--- src/design/ulpc_pkg.sv ---
// constants and types for the usb link power and speed configuration block
package ulpc_pkg;
    localparam logic [7:0] ULPC_CFG0_OFFSET = 8'h80;
    localparam int ULPC_LINK_POWER_MGMT_CAPABLE_BIT = 30;
    localparam int ULPC_SUSP_BIT = 29;
    localparam int ULPC_THR_HI = 28;
    localparam int ULPC_THR_LO = 24;
    localparam int ULPC_BIN_HI = 23;
    localparam int ULPC_BIN_LO = 20;
    localparam int ULPC_BOUT_HI = 19;
    localparam int ULPC_BOUT_LO = 16;
    localparam int ULPC_SPD_HI = 15;
    localparam int ULPC_SPD_LO = 13;
    localparam int ULPC_OVL_BIT = 12;
    // bits 30:12 are implemented; 31 and 11:0 read as zero
    localparam logic [31:0] ULPC_WR_MASK = 32'h7fff_f000;
    // default: speed field at superspeed, everything else clear
    localparam logic [31:0] ULPC_CFG0_RESET = 32'h0000_8000;
    localparam logic [2:0] ULPC_SPEED_SS = 3'h4;
    localparam logic [2:0] ULPC_SPEED_HS = 3'h0;
    localparam logic [2:0] ULPC_SPEED_FS = 3'h1;
    localparam int ULPC_RESUME_BASE_US = 50;
    localparam int ULPC_RESUME_STEP_US = 75;
    localparam logic [1:0] ULPC_HTRANS_NONSEQ = 2'h2;
    localparam logic [2:0] ULPC_HSIZE_WORD = 3'h2;

    typedef enum logic [1:0]
    {
        ULPC_L1_NONE = 2'b00,
        ULPC_L1_SLEEP = 2'b01,
        ULPC_L1_DEEP = 2'b10
    } ulpc_l1_mode_t;

    typedef enum logic [1:0]
    {
        ULPC_EX_IDLE = 2'b00,
        ULPC_EX_WAIT = 2'b01,
        ULPC_EX_DONE = 2'b10
    } ulpc_exit_state_t;

    // signalling time of a threshold or resume duration code in microseconds
    function automatic logic [10:0] ulpc_resume_us(input logic [3:0] code);
        ulpc_resume_us = 11'(ULPC_RESUME_BASE_US) + 11'(code) * 11'(ULPC_RESUME_STEP_US);
    endfunction
endpackage

--- src/design/ulpc_cfg_if.sv ---
// carrier for the configuration fields from the register to the link logic
`timescale 1ns/1ns
interface ulpc_cfg_if;
    logic lpm_capable;
    logic suspend_allow;
    logic [4:0] resume_duration_threshold;
    logic exit_overlap_check_en;
    modport source (output lpm_capable, suspend_allow, resume_duration_threshold,
        exit_overlap_check_en);
    modport sink (input lpm_capable, suspend_allow, resume_duration_threshold,
        exit_overlap_check_en);
endinterface

--- src/design/ulpc_link_ctrl.sv ---
// link power decisions: suspend gating, l1 phy mode and remote ux exit handshake
`timescale 1ns/1ns
module ulpc_link_ctrl
    import ulpc_pkg::*;
(
    // clock and reset
    input wire logic hclk,
    input wire logic hresetn,
    // configuration
    ulpc_cfg_if.sink cfg,
    // link side
    input wire logic lpm_request,
    input wire logic [3:0] host_resume_duration,
    input wire logic in_l1,
    input wire logic suspend_cond,
    input wire logic remote_exit_start,
    input wire logic remote_lfps_seen,
    input wire logic remote_ts_seen,
    output logic lpm_accept,
    output logic suspend_n,
    output logic phy_deep_lp,
    output logic phy_sleep,
    output logic exit_handshake_done
);
    ulpc_l1_mode_t l1_mode;
    ulpc_l1_mode_t next_l1_mode;
    ulpc_exit_state_t ex_state;
    ulpc_exit_state_t next_ex_state;
    logic next_suspend_n;
    logic next_lpm_accept;
    logic deep_ok;

    always_comb
    begin
        // compare signalling times so the encoding is kept in one place
        deep_ok = (ulpc_resume_us(host_resume_duration) >=
            ulpc_resume_us(cfg.resume_duration_threshold[3:0])) &&
            cfg.resume_duration_threshold[4];
        next_lpm_accept = lpm_request && cfg.lpm_capable;
        next_suspend_n = !(cfg.suspend_allow && suspend_cond);
        if (!in_l1)
            next_l1_mode = ULPC_L1_NONE;
        else if (deep_ok)
            next_l1_mode = ULPC_L1_DEEP;
        else
            next_l1_mode = ULPC_L1_SLEEP;
        next_ex_state = ex_state;
        case (ex_state)
            ULPC_EX_IDLE:
            begin
                if (remote_exit_start)
                begin
                    if (cfg.exit_overlap_check_en)
                        next_ex_state = ULPC_EX_WAIT;
                    else
                        next_ex_state = ULPC_EX_DONE;
                end
            end
            ULPC_EX_WAIT:
            begin
                if (remote_lfps_seen || remote_ts_seen)
                    next_ex_state = ULPC_EX_DONE;
            end
            ULPC_EX_DONE:
                next_ex_state = ULPC_EX_IDLE;
            default:
                next_ex_state = ULPC_EX_IDLE;
        endcase
    end

    always_ff @(posedge hclk or negedge hresetn)
    begin
        if (!hresetn)
        begin
            l1_mode <= ULPC_L1_NONE;
            ex_state <= ULPC_EX_IDLE;
            suspend_n <= 1'b1;
            lpm_accept <= 1'b0;
        end
        else
        begin
            l1_mode <= next_l1_mode;
            ex_state <= next_ex_state;
            suspend_n <= next_suspend_n;
            lpm_accept <= next_lpm_accept;
        end
    end

    assign phy_deep_lp = (l1_mode == ULPC_L1_DEEP);
    assign phy_sleep = (l1_mode == ULPC_L1_SLEEP);
    assign exit_handshake_done = (ex_state == ULPC_EX_DONE);
endmodule

--- src/design/ulpc_top.sv ---
// ahb-lite register slave holding the usb configuration word and its link logic
`timescale 1ns/1ns
// Functional notes
// - lpm requests are accepted only while capability bit 30 is set
// - suspend_n asserts only when suspend_allow bit 29 is set and conditions hold
// - in l1 pick deep low-power when host duration >= threshold and bit 4 set
// - in l1 pick sleep when duration below threshold or bit 4 clear
// - threshold code zero is 50 us, each step adds 75 us
// - bulk-in burst limit is bits 23:20, packets minus one
// - bulk-out burst limit is bits 19:16, packets minus one
// - connect speed bits 15:13: 100 ss, 000 hs, 001 fs; resets to ss
// - overlap check set: remote exit waits for lfps or ts1/ts2 before done
// - overlap check clear: remote exit completes without overlap check
module ulpc_top
    import ulpc_pkg::*;
(
    // clock and reset
    input wire logic hclk,
    input wire logic hresetn,
    // ahb-lite slave
    input wire logic hsel,
    input wire logic [31:0] haddr,
    input wire logic [1:0] htrans,
    input wire logic hwrite,
    input wire logic [2:0] hsize,
    input wire logic [31:0] hwdata,
    input wire logic hready,
    output logic [31:0] hrdata,
    output logic hreadyout,
    output logic hresp,
    // configuration outputs
    output logic [3:0] bulk_in_burst_limit,
    output logic [3:0] bulk_out_burst_limit,
    output logic [2:0] connect_speed_select,
    output logic speed_is_super,
    output logic speed_is_high,
    output logic speed_is_full,
    // link side
    input wire logic lpm_request,
    input wire logic [3:0] host_resume_duration,
    input wire logic in_l1,
    input wire logic suspend_cond,
    input wire logic remote_exit_start,
    input wire logic remote_lfps_seen,
    input wire logic remote_ts_seen,
    output logic lpm_accept,
    output logic suspend_n,
    output logic phy_deep_lp,
    output logic phy_sleep,
    output logic exit_handshake_done
);
    logic [31:0] usb_config_zero;
    logic [31:0] next_usb_config_zero;
    logic wr_pend;
    logic next_wr_pend;
    logic [31:0] next_hrdata;
    logic hit;
    logic take;

    ulpc_cfg_if cfg_bus ();

    // address phase: single word transfers to the one mapped word
    assign take = hsel && hready && (htrans == ULPC_HTRANS_NONSEQ);
    assign hit = (haddr[7:0] == ULPC_CFG0_OFFSET) && (haddr[31:8] == 24'h00_0000) &&
        (hsize == ULPC_HSIZE_WORD);

    always_comb
    begin
        next_wr_pend = take && hwrite && hit;
        next_usb_config_zero = usb_config_zero;
        // write lands in the data phase; masked bits, including 31, stay zero
        if (wr_pend)
            next_usb_config_zero = hwdata & ULPC_WR_MASK;
        next_hrdata = hrdata;
        if (take && !hwrite)
            next_hrdata = hit ? (usb_config_zero & ULPC_WR_MASK) : 32'h0000_0000;
    end

    always_ff @(posedge hclk or negedge hresetn)
    begin
        if (!hresetn)
        begin
            usb_config_zero <= ULPC_CFG0_RESET;
            wr_pend <= 1'b0;
            hrdata <= 32'h0000_0000;
        end
        else
        begin
            usb_config_zero <= next_usb_config_zero;
            wr_pend <= next_wr_pend;
            hrdata <= next_hrdata;
        end
    end

    // zero wait states, always okay; unmapped reads return zero
    assign hreadyout = 1'b1;
    assign hresp = 1'b0;

    assign bulk_in_burst_limit = usb_config_zero[ULPC_BIN_HI:ULPC_BIN_LO];
    assign bulk_out_burst_limit = usb_config_zero[ULPC_BOUT_HI:ULPC_BOUT_LO];
    assign connect_speed_select = usb_config_zero[ULPC_SPD_HI:ULPC_SPD_LO];
    // reserved speed codes select none of the three; limits above three pass as written
    assign speed_is_super = (connect_speed_select == ULPC_SPEED_SS);
    assign speed_is_high = (connect_speed_select == ULPC_SPEED_HS);
    assign speed_is_full = (connect_speed_select == ULPC_SPEED_FS);

    assign cfg_bus.lpm_capable = usb_config_zero[ULPC_LINK_POWER_MGMT_CAPABLE_BIT];
    assign cfg_bus.suspend_allow = usb_config_zero[ULPC_SUSP_BIT];
    assign cfg_bus.resume_duration_threshold = usb_config_zero[ULPC_THR_HI:ULPC_THR_LO];
    assign cfg_bus.exit_overlap_check_en = usb_config_zero[ULPC_OVL_BIT];

    ulpc_link_ctrl u_link
    (
        .hclk(hclk),
        .hresetn(hresetn),
        .cfg(cfg_bus),
        .lpm_request(lpm_request),
        .host_resume_duration(host_resume_duration),
        .in_l1(in_l1),
        .suspend_cond(suspend_cond),
        .remote_exit_start(remote_exit_start),
        .remote_lfps_seen(remote_lfps_seen),
        .remote_ts_seen(remote_ts_seen),
        .lpm_accept(lpm_accept),
        .suspend_n(suspend_n),
        .phy_deep_lp(phy_deep_lp),
        .phy_sleep(phy_sleep),
        .exit_handshake_done(exit_handshake_done)
    );
endmodule

--- config.mk ---
export PLATFORM = sky130hd
export DESIGN_NAME = ulpc_top
export DESIGN_NICKNAME = d
export VERILOG_FILES = /design/src/design/ulpc_pkg.sv /design/src/design/ulpc_cfg_if.sv /design/src/design/ulpc_link_ctrl.sv /design/src/design/ulpc_top.sv
export SDC_FILE = /design/constraint.sdc
export NUM_CORES = 1
export LEC_CHECK = 0
export ABC_AREA = 1
export BUFFER_PORTS_ARGS = -buffer_cell sky130_fd_sc_hd__buf_4
export CAP_MARGIN = 15
export CORE_UTILIZATION = 48
export CTS_BUF_LIST = sky130_fd_sc_hd__clkbuf_16
export DETAILED_ROUTE_END_ITERATION = 10
export PLACE_DENSITY = 0.85
export SYNTH_ARGS = -nofsm -noshare
export SYNTH_HDL_FRONTEND = slang
export SYNTH_SLANG_ARGS = --single-unit
--- constraint.sdc ---
create_clock -name hclk -period 4.3 [get_ports hclk]
set_clock_uncertainty 0.05 [all_clocks]
set_input_delay 1.075 -clock hclk [delete_from_list [all_inputs] [get_ports hclk]]
set_output_delay 1.075 -clock hclk [all_outputs]
set_load 0.02 [all_outputs]
* Word level (Yosys, flattened, before mapping)
Index checks and enable logic that the tools add are counted.
Widths: inputs -> output; s select.
** Cells by class
- Add/sub/neg operators :: 2
- Multiply operators :: 2
- Divide/modulo/power cells :: 0
- Magnitude comparators :: 1
- Equality and inequality tests :: 11
- Shift operators :: 0
- Multiplexer cells :: 7
- Bitwise operators :: 0
- Reductions and logical operators :: 17
** Operator list (count)
- $mux 31 :: 1
- $logic_not 24->1 :: 1
- $add 6x11->11 const A :: 2
- $mul 4x7->11 const B :: 2
- $ge 11x11->1 :: 1
- $logic_and 1x1->1 :: 10
- $mux 2 :: 5
- $eq 8x8->1 const B :: 1
- $eq 2x2->1 const B :: 3
- $eq 2x1->1 const B :: 2
- $pmux 2 s2 :: 1
- $eq 3x1->1 const B :: 1
- $eq 3x2->1 const B :: 1
- $eq 3x3->1 const B :: 1
- $logic_not 3->1 :: 1
- $logic_not 1->1 :: 2
- $logic_not 2->1 :: 1
- $ne 2x1->1 const B :: 1
- $ne 2x2->1 const B :: 1
- $reduce_and 2->1 :: 1
- $logic_or 1x1->1 :: 1
** Storage, ports and cells
- Bits in registers :: 58
- Latch bits :: 0
- RAM bits :: 0
- Bits in read-only memories :: 0
- Input bits :: 84
- Word-level logic and storage cells :: 47
- Memories kept :: 0

* Longest topological paths before layout
Gate-level depths: netlist of run 1.
- Word-level depth :: 6
- Gate-level depth with buffers :: 22

* By module
A second synthesis of run 1 with hierarchy kept.
** Second synthesis, totals
- Cell total of the unflattened synthesis :: 461
- Area, all modules :: 3577.2 µm²
** Modules (own cells, without submodules)
- ulpc_top :: instances 1, cells an instance 255, area an instance 2019.4 µm², sequential area each 977.2 µm²
- ulpc_link_ctrl :: instances 1, cells an instance 206, area an instance 1557.7 µm², sequential area each 151.4 µm²

* Least setup slack after synthesis of run 1
No wires, ideal clock.
- Path type :: in2reg
- Start :: input host_resume_duration[2]
- End :: register u_link.l1_mode[1]
- Data arrival time :: 3.600 ns
- Required time :: 4.135 ns
- Setup slack :: 0.535 ns
- Stages :: 17
- Path buffers :: 0
- Cell sequence :: inv_1 > ha_1 > inv_1 > fa_1 > fa_1 > nand4_1 > o211ai_1 > xnor2_1 > inv_1 > ha_1 > nand2_1 > nor2_1 > and2_1 > nand2_1 > nand4_1 > nand2_1 > nor2_1
** Between the ends
- Longest elaborated chain between the ends :: 6
** Ends and longest elaborated chain
- from (decl) :: line ulpc_top.sv:40 : input wire logic [3:0] host_resume_duration,
- $mul 4x7->11 :: line ulpc_pkg.sv:43 : ulpc_resume_us = 11'(ULPC_RESUME_BASE_US) + 11'(code) * 11'(ULPC_RESUME_STEP_US);
- $add 6x11->11 :: line ulpc_pkg.sv:43
- $ge 11x11->1 :: line ulpc_link_ctrl.sv:36 : deep_ok = (ulpc_resume_us(host_resume_duration) >=
- $logic_and 1x1->1 :: line ulpc_link_ctrl.sv:37 : ulpc_resume_us(cfg.resume_duration_threshold[3:0])) &&
- $mux 2 :: line ulpc_link_ctrl.sv:43 : else if (deep_ok)
- $mux 2 :: line ulpc_link_ctrl.sv:41 : if (!in_l1)
- net u_link.next_l1_mode[1] :: line ulpc_link_ctrl.sv:26 : ulpc_l1_mode_t next_l1_mode;
- to (signal assigned) :: line ulpc_link_ctrl.sv:82 : l1_mode <= next_l1_mode;
- to (decl) :: line ulpc_link_ctrl.sv:25 : ulpc_l1_mode_t l1_mode;
The timed path passes the listed nets, and every way through them passes these cells.
A chain may end at the register's enable or synchronous reset.

* Worst setup path in the final report of run 1
Ends and elaborated chain as after synthesis.

==> out/qor.csv, run 1 <==
stage,metric,value,unit
yosys,yosysSeqAreaShare,33.1,%
clock_network,cts_setup_buffers,0,
yosys,yosysWarnings,0,
yosys,syn_inst,433,
worst_setup_path,crit_path_start_kind,input pin,
sta,relSlewSlack,29.3,%
sta,min_period,3900,ps
placement,port_buffers,108,
worst_setup_path,critPathRequiredTime,4470,ps
power,vdd_ir_drop_max,0.218,mV
yosys,synth_fa_ha_area_share,20.0,%
worst_setup_path,endpoint_kind,flop,
yosys,syn_avg_cell_area,7.87,µm²
yosys,ys_seq_elements,45,
yosys,synth_edf_count,0,
yosys,synthDistinctLibCells,33,
power,p_per_area,253,mW/mm²
clock_network,clk_pin_slew_worst_paths,70,ps
worst_setup_path,crit_type,in2reg,
sta,worst_slew_pin_slew,1060,ps
die,die_y,86.3,µm
die,core.rowCount,30,
yosys,synth_top_family_by_area,simple AND/OR/NAND/NOR gates,
worst_setup_path,crit_arrival,4070,ps
drt,routed-via-count,3089,
drt,drt.antenna.violating_nets,0,
sta,finalCritPeriodShare,90.6,%
die,initial_utilization,49.9,%
sta,rsz0062_at_grt,false,
clock_network,cts_tree,yes,
die,die_w,86.3,µm
clock_network,post_cts_resized,0,
die,io_pins,137,
placement,dp_hpwl,6.22,mm
finish,post-route-util,63.7,%
global_routing,grt_pass1_wl,13.4,mm
min_path,hold_path.class,reg2reg,
yosys,async_reset_ff_share,100,%
finish,layout_common_cells,"buf_4 (111), nand2_1 (98), inv_1 (59), nor2_1 (46), ha_1 (45)",
drt,routed_wl,7.91,mm
power,p_leak,0.00249,µW
sta,drv_slew,0,
yosys,synth-compound-area-share,6.75,%
clock_network,root_buffer,clkbuf_16,
run,max-cap-violations,0,
drt,routed_via_density,4.88,
worst_setup_path,worst_path_max_delay_cell,fa_1,
die,dieArea,0.00744,mm²
worst_setup_path,critPathMaxFanout,5,
finish,final_layout_size_suffix_gt1_share,23.6,%
clock_network,htree_levels,2,
global_routing,grt_overflow,0,
placement,place.gp.congestion,0.840,
yosys,syn_area,0.00341,mm²
clock_network,cts_sinks,45,
yosys,yosys.area_share.simple,24.3,%
drt,drc,0,
yosys,synth-xor-area-share,3.08,%
yosys,muxShareOfSynthArea,0,%
drt,wl_per_cell,12.5,µm
global_routing,track_usage,22.4,%
finish,fin_nets,671,
sta,setup_viol,0,
finish,final_common_cell,buf_4,
global_routing,grt_start_max_net_pins,46,
drt,first_pass_iters,5,
global_routing,grt_pass1_vias,3074,
die,fp.coreArea,0.00683,mm²
finish,antennaDiodeCount,0,
run_status,outcome,finished clean,
clock_network,clock_path_buffers,2,
clock_network,ctsHoldBuffers,0,
worst_setup_path,cp_cell_sequence,buf_4 -> inv_1 -> ha_1 -> inv_1 -> fa_1 -> fa_1 -> nand4_1 -> o211ai_1 -> xnor2_1 -> inv_1 -> ha_1 -> nand2_1 -> nor2_1 -> and2_1 -> nand2_1 -> nand4_1 -> nand2_1 -> nor2_1,
power,power,1100,µW
clock_network,numCtsBuffers,5,
global_routing,antenna_found_initial,0,
sta,max_freq,257,MHz
finish,syn_to_final_growth,27.8,%
drt,drtIter0Drc,126,
sta,tns,0,ps
worst_setup_path,slowest_delay,520,ps
sta,hold_viol_final,0,
yosys,synth_ff_type,dfrtp_1,
clock_network,clk_latency,280,ps
-- layer usage --
layer,routed length (µm),global-route usage (%),vias to the layer above
met5,0,0,-
met4,127,5.76,0
met3,347,2.95,10
met2,4240,42.6,97
met1,3190,26.5,1433
li1,-,-,1549
-- critical path: cells and delay by family --
| family | cells | cell delay (ps) |
|---|---|---|
| fa+ha+maj | 4 | 1640 |
| simple gates | 8 | 760 |
| buf+inv | 4 | 320 |
| xor+xnor | 1 | 170 |
| compound gates | 1 | 130 |
-- kinds of logic after synthesis --
kind of cell | Yosys count
AO/OA/AOI/OAI | 42
XOR/XNOR | 12
adder cells (fa/ha/maj) | 51
buffers and inverters | 87
flip-flops | 45
other | 2
AND/OR/NAND/NOR | 194
-- power by group --
group,switching [µW],internal [µW]
Sequential,8.39,436
Clock,163,216
Combinational,151,125
-- cells in the mapped netlist, types with 3 or more instances --
master   number  area share, %
a21oi_1      10            1.5
buf_2         6           0.88
buf_4        16            3.5
buf_6         4            1.3
dfrtp_1      43             32
fa_1          6            3.5
ha_1         45             17
inv_1        59            6.5
nand2_1      98             11
nand3_1      26            3.8
nand4_1      12            2.2
nor2_1       46            5.1
nor3_1        3           0.44
o21ai_0      23            3.4
xnor2_1       7            1.8
xor2_1        5            1.3
-- state kept, by name, indices dropped and copies added, names as in the netlist --
register,count
hrdata,19
usb_config_zero,19
u_link.ex_state,2
u_link.l1_mode,2
u_link.lpm_accept,1
u_link.suspend_n,1
wr_pend,1
-- worst paths after layout --
| kind | startpoint | to | slack [ps] | cells after the start |
|---|---|---|---|---|
| setup / recovery | host_resume_duration[2] | u_link.l1_mode[1] | 400 | 18 |
| hold / removal | usb_config_zero[29] | u_link.suspend_n | 370 | 1 |
| setup reg to reg | usb_config_zero[26] | u_link.l1_mode[1] | 700 | 20 |
| hold reg to reg | usb_config_zero[29] | u_link.suspend_n | 370 | 1 |
| max in group asynchronous | hresetn | hrdata[27] | 3080 | 1 |
| min in group asynchronous | hresetn | usb_config_zero[16] | 740 | 1 |
-- stage by stage --
| step | hold WS (ps) | setup WS, ps | std cells | instance area (µm²) |
|---|---|---|---|---|
| global placement | 358 | 208 | 625 | 4210 |
| CTS | 368 | 392 | 633 | 4350 |
| detailed placement | 354 | 113 | 625 | 4210 |
| finish | 365 | 404 | 633 | 4350 |
| global route | 383 | 134 | 633 | 4350 |
| floorplan | 320 | 535 | 446 | 3460 |
-- cell type report --
type / count / area [µm²]
Timing Repair Buffer: 111 / 833
Clock inverter: 3 / 21.3
Fill cell: 568 / 2480
Tap cell: 96 / 120
Sequential cell: 45 / 1130
Inverter: 59 / 221
Clock buffer: 5 / 125
Multi-Input combinational cell: 314 / 1900
No activity file was read; power rests on OpenSTA's default activity.
==> run 2: changes to the inputs <==
--- a/config.mk
+++ b/config.mk
@@ -7,11 +7,10 @@
 export LEC_CHECK = 0
 export ABC_AREA = 1
 export BUFFER_PORTS_ARGS = -buffer_cell sky130_fd_sc_hd__buf_4
-export CAP_MARGIN = 15
-export CORE_UTILIZATION = 48
+export CORE_UTILIZATION = 28
 export CTS_BUF_LIST = sky130_fd_sc_hd__clkbuf_16
 export DETAILED_ROUTE_END_ITERATION = 10
-export PLACE_DENSITY = 0.85
+export PLACE_DENSITY = 0.57
 export SYNTH_ARGS = -nofsm -noshare
 export SYNTH_HDL_FRONTEND = slang
 export SYNTH_SLANG_ARGS = --single-unit
==> run 2 against run 1 <==
The run now ends with design-rule violations left. Die area is 70% higher. Setup slack improved by 46 ps. Sequential power is essentially flat. Clock power barely moved. First-iteration DRC count decreased by 27%. Critical path depth unchanged. Critical path type unchanged. Largest cell class unchanged. Flip-flop and latch count stayed put. Power shrank 0.69%. Register-to-register slack gained 130 ps. Final cell count increased by 7.4%. Critical endpoint unchanged. Combinational power is 2% lower.
==> out/qor.csv, run 2 (synthesis results as in run 1) <==
stage,metric,value,unit
run_status,outcome,"complete, but fails checks",
run_status,failed_checks,design-rule violations,
finish,fillers,1240,
drt,drtIter0Drc,92,
run,max-cap-violations,0,
sta,max_freq,260,MHz
clock_network,htree_levels,2,
sta,holdWs,358,ps
drt,routed-via-count,2989,
finish,layout_common_cells,"buf_4 (111), nand2_1 (98), inv_1 (59), nor2_1 (46), ha_1 (45)",
clock_network,clock_path_buffers,2,
placement,port_buffers,108,
power,p_clk_share,34.7,%
clock_network,root_buffer,clkbuf_16,
drt,routed_wl,8.04,mm
global_routing,antenna_found_initial,0,
sta,setup_viol,0,
finish,antennaDiodeCount,0,
finish,final_common_cell,buf_4,
power,p_switching,318,µW
die,fp.coreArea,0.0117,mm²
global_routing,grt_pass1_wl,13.7,mm
die,dieArea,0.0126,mm²
clock_network,numCtsBuffers,5,
die,die_w,112,µm
power,p_per_area,248,mW/mm²
clock_network,clk_latency,280,ps
sta,relSlewSlack,29.4,%
sta,rsz0062_at_grt,false,
placement,dp_hpwl,6.37,mm
drt,first_pass_iters,7,
finish,fin_nets,671,
worst_setup_path,crit_type,in2reg,
global_routing,grt_start_max_net_pins,46,
sta,worst_slew_pin_slew,1060,ps
drt,wl_met1,3.61,mm
sta,min_period,3850,ps
sta,finalCritPeriodShare,89.5,%
worst_setup_path,crit_arrival,4020,ps
die,die_y,112,µm
power,intPower,774,µW
drt,routed_via_density,4.40,
sta,tns,0,ps
clock_network,clk_pin_slew_worst_paths,60,ps
finish,top_regs,"hrdata (19), usb_config_zero (19)",
drt,met2_length,3.99,mm
finish,final_layout_size_suffix_gt1_share,23.3,%
worst_setup_path,endpoint_kind,flop,
global_routing,track_usage,13.2,%
die,initial_utilization,29.2,%
drt,top_layer_used,met4,
placement,place.gp.congestion,0.790,
min_path,hold_path.class,reg2reg,
power,p_comb_share,24.8,%
clock_network,cts_tree,yes,
power,pwr-share-seq,40.5,%
drt,drt.antenna.violating_nets,0,
die,core.rowCount,39,
drt,routed-wl-met3,361,µm
power,power,1090,µW
global_routing,grt_overflow,0,
clock_network,post_cts_resized,0,
global_routing,grt_pass1_vias,2951,
sta,hold_viol_final,0,
finish,syn_to_final_growth,29.3,%
clock_network,ctsHoldBuffers,0,
die,io_pins,137,
power,sw_frac_of_total,29.1,%
clock_network,cts_setup_buffers,0,
power,vdd_ir_drop_max,0.205,mV
clock_network,cts_sinks,45,
power,p_leak,0.00249,µW
finish,multi_input_area,0.00190,mm²
sta,drv_slew,0,
worst_setup_path,critPathMaxFanout,5,
worst_setup_path,crit_path_start_kind,input pin,
finish,regArea,0.00113,mm²
drt,wl_per_cell,11.8,µm
drt,drc,5,
worst_setup_path,critPathRequiredTime,4470,ps
## run 2: cell types whose count changed in the layout (fill, tap and decap cells not counted)
cell / previous run / this run
clkinv_2: 1 / 0
clkinvlp_4: 1 / 0
clkinv_1: 0 / 2
## run 2: path summary, 6_finish.rpt
kind                       depth (start not counted)                    start  slack (ps)                  end
max                                               18  host_resume_duration[2]         450    u_link.l1_mode[1]
min                                                1      usb_config_zero[29]         360     u_link.suspend_n
max reg2reg                                       20      usb_config_zero[26]         830    u_link.l1_mode[1]
min reg2reg                                        1      usb_config_zero[29]         360     u_link.suspend_n
max in group asynchronous                          1                  hresetn        3050  usb_config_zero[27]
min in group asynchronous                          1                  hresetn         740  usb_config_zero[13]
## run 2: power by group through the flow
stage                     Combinational (µW)  Sequential (µW)  Clock (µW)
after detailed placement                 273              451           0
final                                    270              442         379
after global placement                   266              450           0
after global routing                     314              445         402
after CTS                                275              442         391
after floorplan                          178              450           0
## run 2: final cells by class
cell class	count	share of cell area (%)
Clock inverter	3	0.369
Multi-Input combinational cell	314	43.2
Timing Repair Buffer	111	18.9
Tap cell	143	4.06
Sequential cell	45	25.6
Clock buffer	5	2.84
Inverter	59	5.02
## run 2: metrics by stage
step,area [µm²],utilization (%),worst slack (ps),cells
floorplan,3460,-,535,446
global placement,4270,36.6,172,672
detailed placement,4270,36.6,141,672
CTS,4410,37.8,426,680
global route,4410,37.8,173,680
finish,4410,37.8,451,680
## run 2: critical path, stage by stage
cell	delay (ps)
buf_4	120
inv_1	80
ha_1	310
inv_1	60
fa_1	510
fa_1	500
nand4_1	120
o211ai_1	140
xnor2_1	160
inv_1	60
ha_1	300
nand2_1	60
nor2_1	110
and2_1	140
nand2_1	40
nand4_1	100
nand2_1	60
nor2_1	80
## run 2: routing by layer
metal  vias to the layer above  global-route usage [%]
li1                       1552                       -
met1                      1346                    16.7
met2                        84                    24.0
met3                         7                    1.67
met4                         0                    3.20
met5                         -                       0
==> run 3: changes to the inputs <==
--- a/config.mk
+++ b/config.mk
@@ -13,4 +13,5 @@
 export PLACE_DENSITY = 0.57
 export SYNTH_ARGS = -nofsm -noshare
 export SYNTH_HDL_FRONTEND = slang
+export SYNTH_HIERARCHICAL = 1
 export SYNTH_SLANG_ARGS = --single-unit
==> run 3 against run 2 <==
The run now ends clean. Routed wire length is 4.1% higher. Power is 1.0% lower. Setup slack got worse by 10 ps. Core utilization fell by 0.96 points. Critical path type unchanged. Highest routed layer unchanged.
==> out/qor.csv, run 3 <==
stage,metric,value,unit
run_status,outcome,finished clean,
worst_setup_path,rr_endpoint,u_link/l1_mode[1],
drt,drtIter0Drc,146,
die,initial_utilization,29.3,%
global_routing,grt_pass1_wl,13.5,mm
die,die_y,115,µm
clock_network,cts_setup_buffers,0,
drt,routed-via-count,3098,
worst_setup_path,r2r_start,usb_config_zero[26],
yosys,synth_ff_type,dfrtp_1,
clock_network,clk_pin_slew_worst_paths,60,ps
worst_setup_path,critPathRequiredTime,4460,ps
sta,finalCritPeriodShare,89.8,%
yosys,synthDistinctLibCells,36,
yosys,async_reset_ff_share,100,%
sta,worst_slew_pin_slew,1110,ps
worst_setup_path,critPathMaxFanout,5,
worst_setup_path,reg2regPathDepth,18,
finish,fin_nets,686,
min_path,hold_path_depth,1,
finish,final_layout_size_suffix_gt1_share,24.5,%
yosys,syn_area,0.00358,mm²
global_routing,grt_pass1_vias,2932,
worst_setup_path,crit_path_start_kind,input pin,
power,power,1080,µW
finish,syn_to_final_growth,25.7,%
drt,routed_wl,8.37,mm
placement,port_buffers,108,
sta,hold_viol_final,0,
power,p_per_area,240,mW/mm²
drt,drc,0,
global_routing,grt_overflow,0,
die,fp.coreArea,0.0122,mm²
yosys,synth_common_cells,"nand2_1 (103), inv_1 (57), nor2_1 (54)",
clock_network,clk_latency,290,ps
clock_network,clock_path_buffers,2,
yosys,synth_top_area_share,30.1,%
finish,top_regs,"hrdata (19), usb_config_zero (19)",
min_path,hold_path.class,reg2reg,
yosys,yosysMostFrequentCell,nand2_1,
worst_setup_path,endpoint_kind,flop,
min_path,hold_path_startpoint,usb_config_zero[29],
run,max-cap-violations,0,
finish,fillers,1313,
die,io_pins,137,
yosys,ys_top_cells_by_area,"dfrtp_1 (30%), ha_1 (16%), nand2_1 (11%)",
sta,max_freq,259,MHz
yosys,yosysSeqAreaShare,31.5,%
drt,first_pass_iters,4,
power,p_leak,0.00256,µW
clock_network,post_cts_resized,0,
placement,dp_hpwl,6.61,mm
sta,rsz0062_at_grt,false,
clock_network,cts_sinks,45,
drt,drt.antenna.violating_nets,0,
placement,place.gp.congestion,0.807,
global_routing,antenna_found_initial,0,
sta,drv_slew,0,
clock_network,numCtsBuffers,5,
power,vdd_ir_drop_max,0.140,mV
die,die_w,115,µm
sta,min_period,3860,ps
clock_network,htree_levels,2,
finish,antennaDiodeCount,0,
clock_network,root_buffer,clkbuf_16,
sta,relSlewSlack,26.2,%
yosys,post-synth-top-area-cell,dfrtp_1,
yosys,synth_edf_count,0,
worst_setup_path,rrSetupSlack,860,ps
worst_setup_path,crit_type,in2reg,
sta,setup_viol,0,
min_path,hold_end,u_link/suspend_n,
drt,wl_per_cell,11.6,µm
drt,routed_via_density,4.30,
yosys,syn_inst,461,
global_routing,track_usage,12.8,%
finish,post-route-util,36.8,%
clock_network,ctsHoldBuffers,0,
clock_network,cts_tree,yes,
yosys,ys_seq_elements,45,
die,core.rowCount,40,
yosys,syn_avg_cell_area,7.76,µm²
worst_setup_path,crit_arrival,4020,ps
sta,tns,0,ps
global_routing,grt_start_max_net_pins,46,
finish,final_common_cell,buf_4,
yosys,yosysWarnings,6,
finish,layout_common_cells,"buf_4 (109), nand2_1 (103), inv_1 (57), nor2_1 (54), ha_1 (45)",
die,dieArea,0.0132,mm²
==> run 3: changes by cell type after synthesis, sizes merged <==
| cell | change |
|---|---|
| buf | +11 |
| nor2 | +9 |
| nand2 | +7 |
| inv | +4 |
| nand3 | +2 |
| nand4 | -2 |
| nor3 | -2 |
| a21o | +1 |
| clkinv | +1 |
| nand3b | -1 |
| or2 | -1 |
| xnor2 | -1 |
==> run 3: worst max-delay path, stage by stage <==
cell      delay (ps)
buf_4            120
inv_1             80
ha_1             310
inv_1             60
fa_1             510
fa_1             510
nand4_2          120
o211ai_2         100
xnor2_1          150
inv_1             60
ha_1             310
nand2_1           60
nor2_1           120
and2_1           140
nand2_1           50
nand4_1          110
nand2_1           60
nor2_1            90
==> run 3: layer usage <==
layer  wire length, µm  global-route usage, %
met2              4000                   21.7
met3               324                   2.06
met1              3910                   16.7
met4               138                   3.98
met5                 0                      0
==> run 3: where the power goes <==
part           total, µW  internal (µW)  switching (µW)
combinational        268            121             147
clock                377            213             163
sequential           436            431            4.97
==> run 3: layout make-up <==
cell class | count | area, µm² | area share [%]
repair buffers | 109 | 818 | 18.2
clock buffers | 5 | 125 | 2.78
multi-input cells | 326 | 1960 | 43.5
inverters | 64 | 240 | 5.34
well taps | 168 | 210 | 4.67
clock inverters | 3 | 17.5 | 0.389
flip-flops and latches | 45 | 1130 | 25.1
==> run 3: logic make-up after synthesis <==
family | after synthesis | synth area share (%)
compound gates | 43 | 6.89
buf+inv | 103 | 15.1
flops | 45 | 31.5
other cells | 2 | 0.210
simple gates | 206 | 24.5
fa+ha+maj | 51 | 19.1
xor+xnor | 11 | 2.69
==> run 3: worst max-delay path by stage <==
stage,to,slack [ps],start,depth (start not counted)
floorplan,u_link/l1_mode[1],550,host_resume_duration[2],17
global placement,u_link/l1_mode[1],200,host_resume_duration[2],18
detailed placement,u_link/l1_mode[1],120,host_resume_duration[2],20
CTS,u_link/l1_mode[1],400,host_resume_duration[2],18
global route,u_link/l1_mode[1],210,host_resume_duration[2],20
finish,u_link/l1_mode[1],440,host_resume_duration[2],18
==> run 3: per-stage QoR <==
| step | cell area (µm²) | setup slack [ps] | hold WS, ps | cells |
|---|---|---|---|---|
| finish | 4500 | 440 | 395 | 720 |
| global route | 4500 | 210 | 445 | 720 |
| CTS | 4500 | 399 | 423 | 720 |
| detailed placement | 4360 | 116 | 411 | 712 |
| global placement | 4360 | 205 | 384 | 712 |
| floorplan | 3630 | 547 | 324 | 474 |
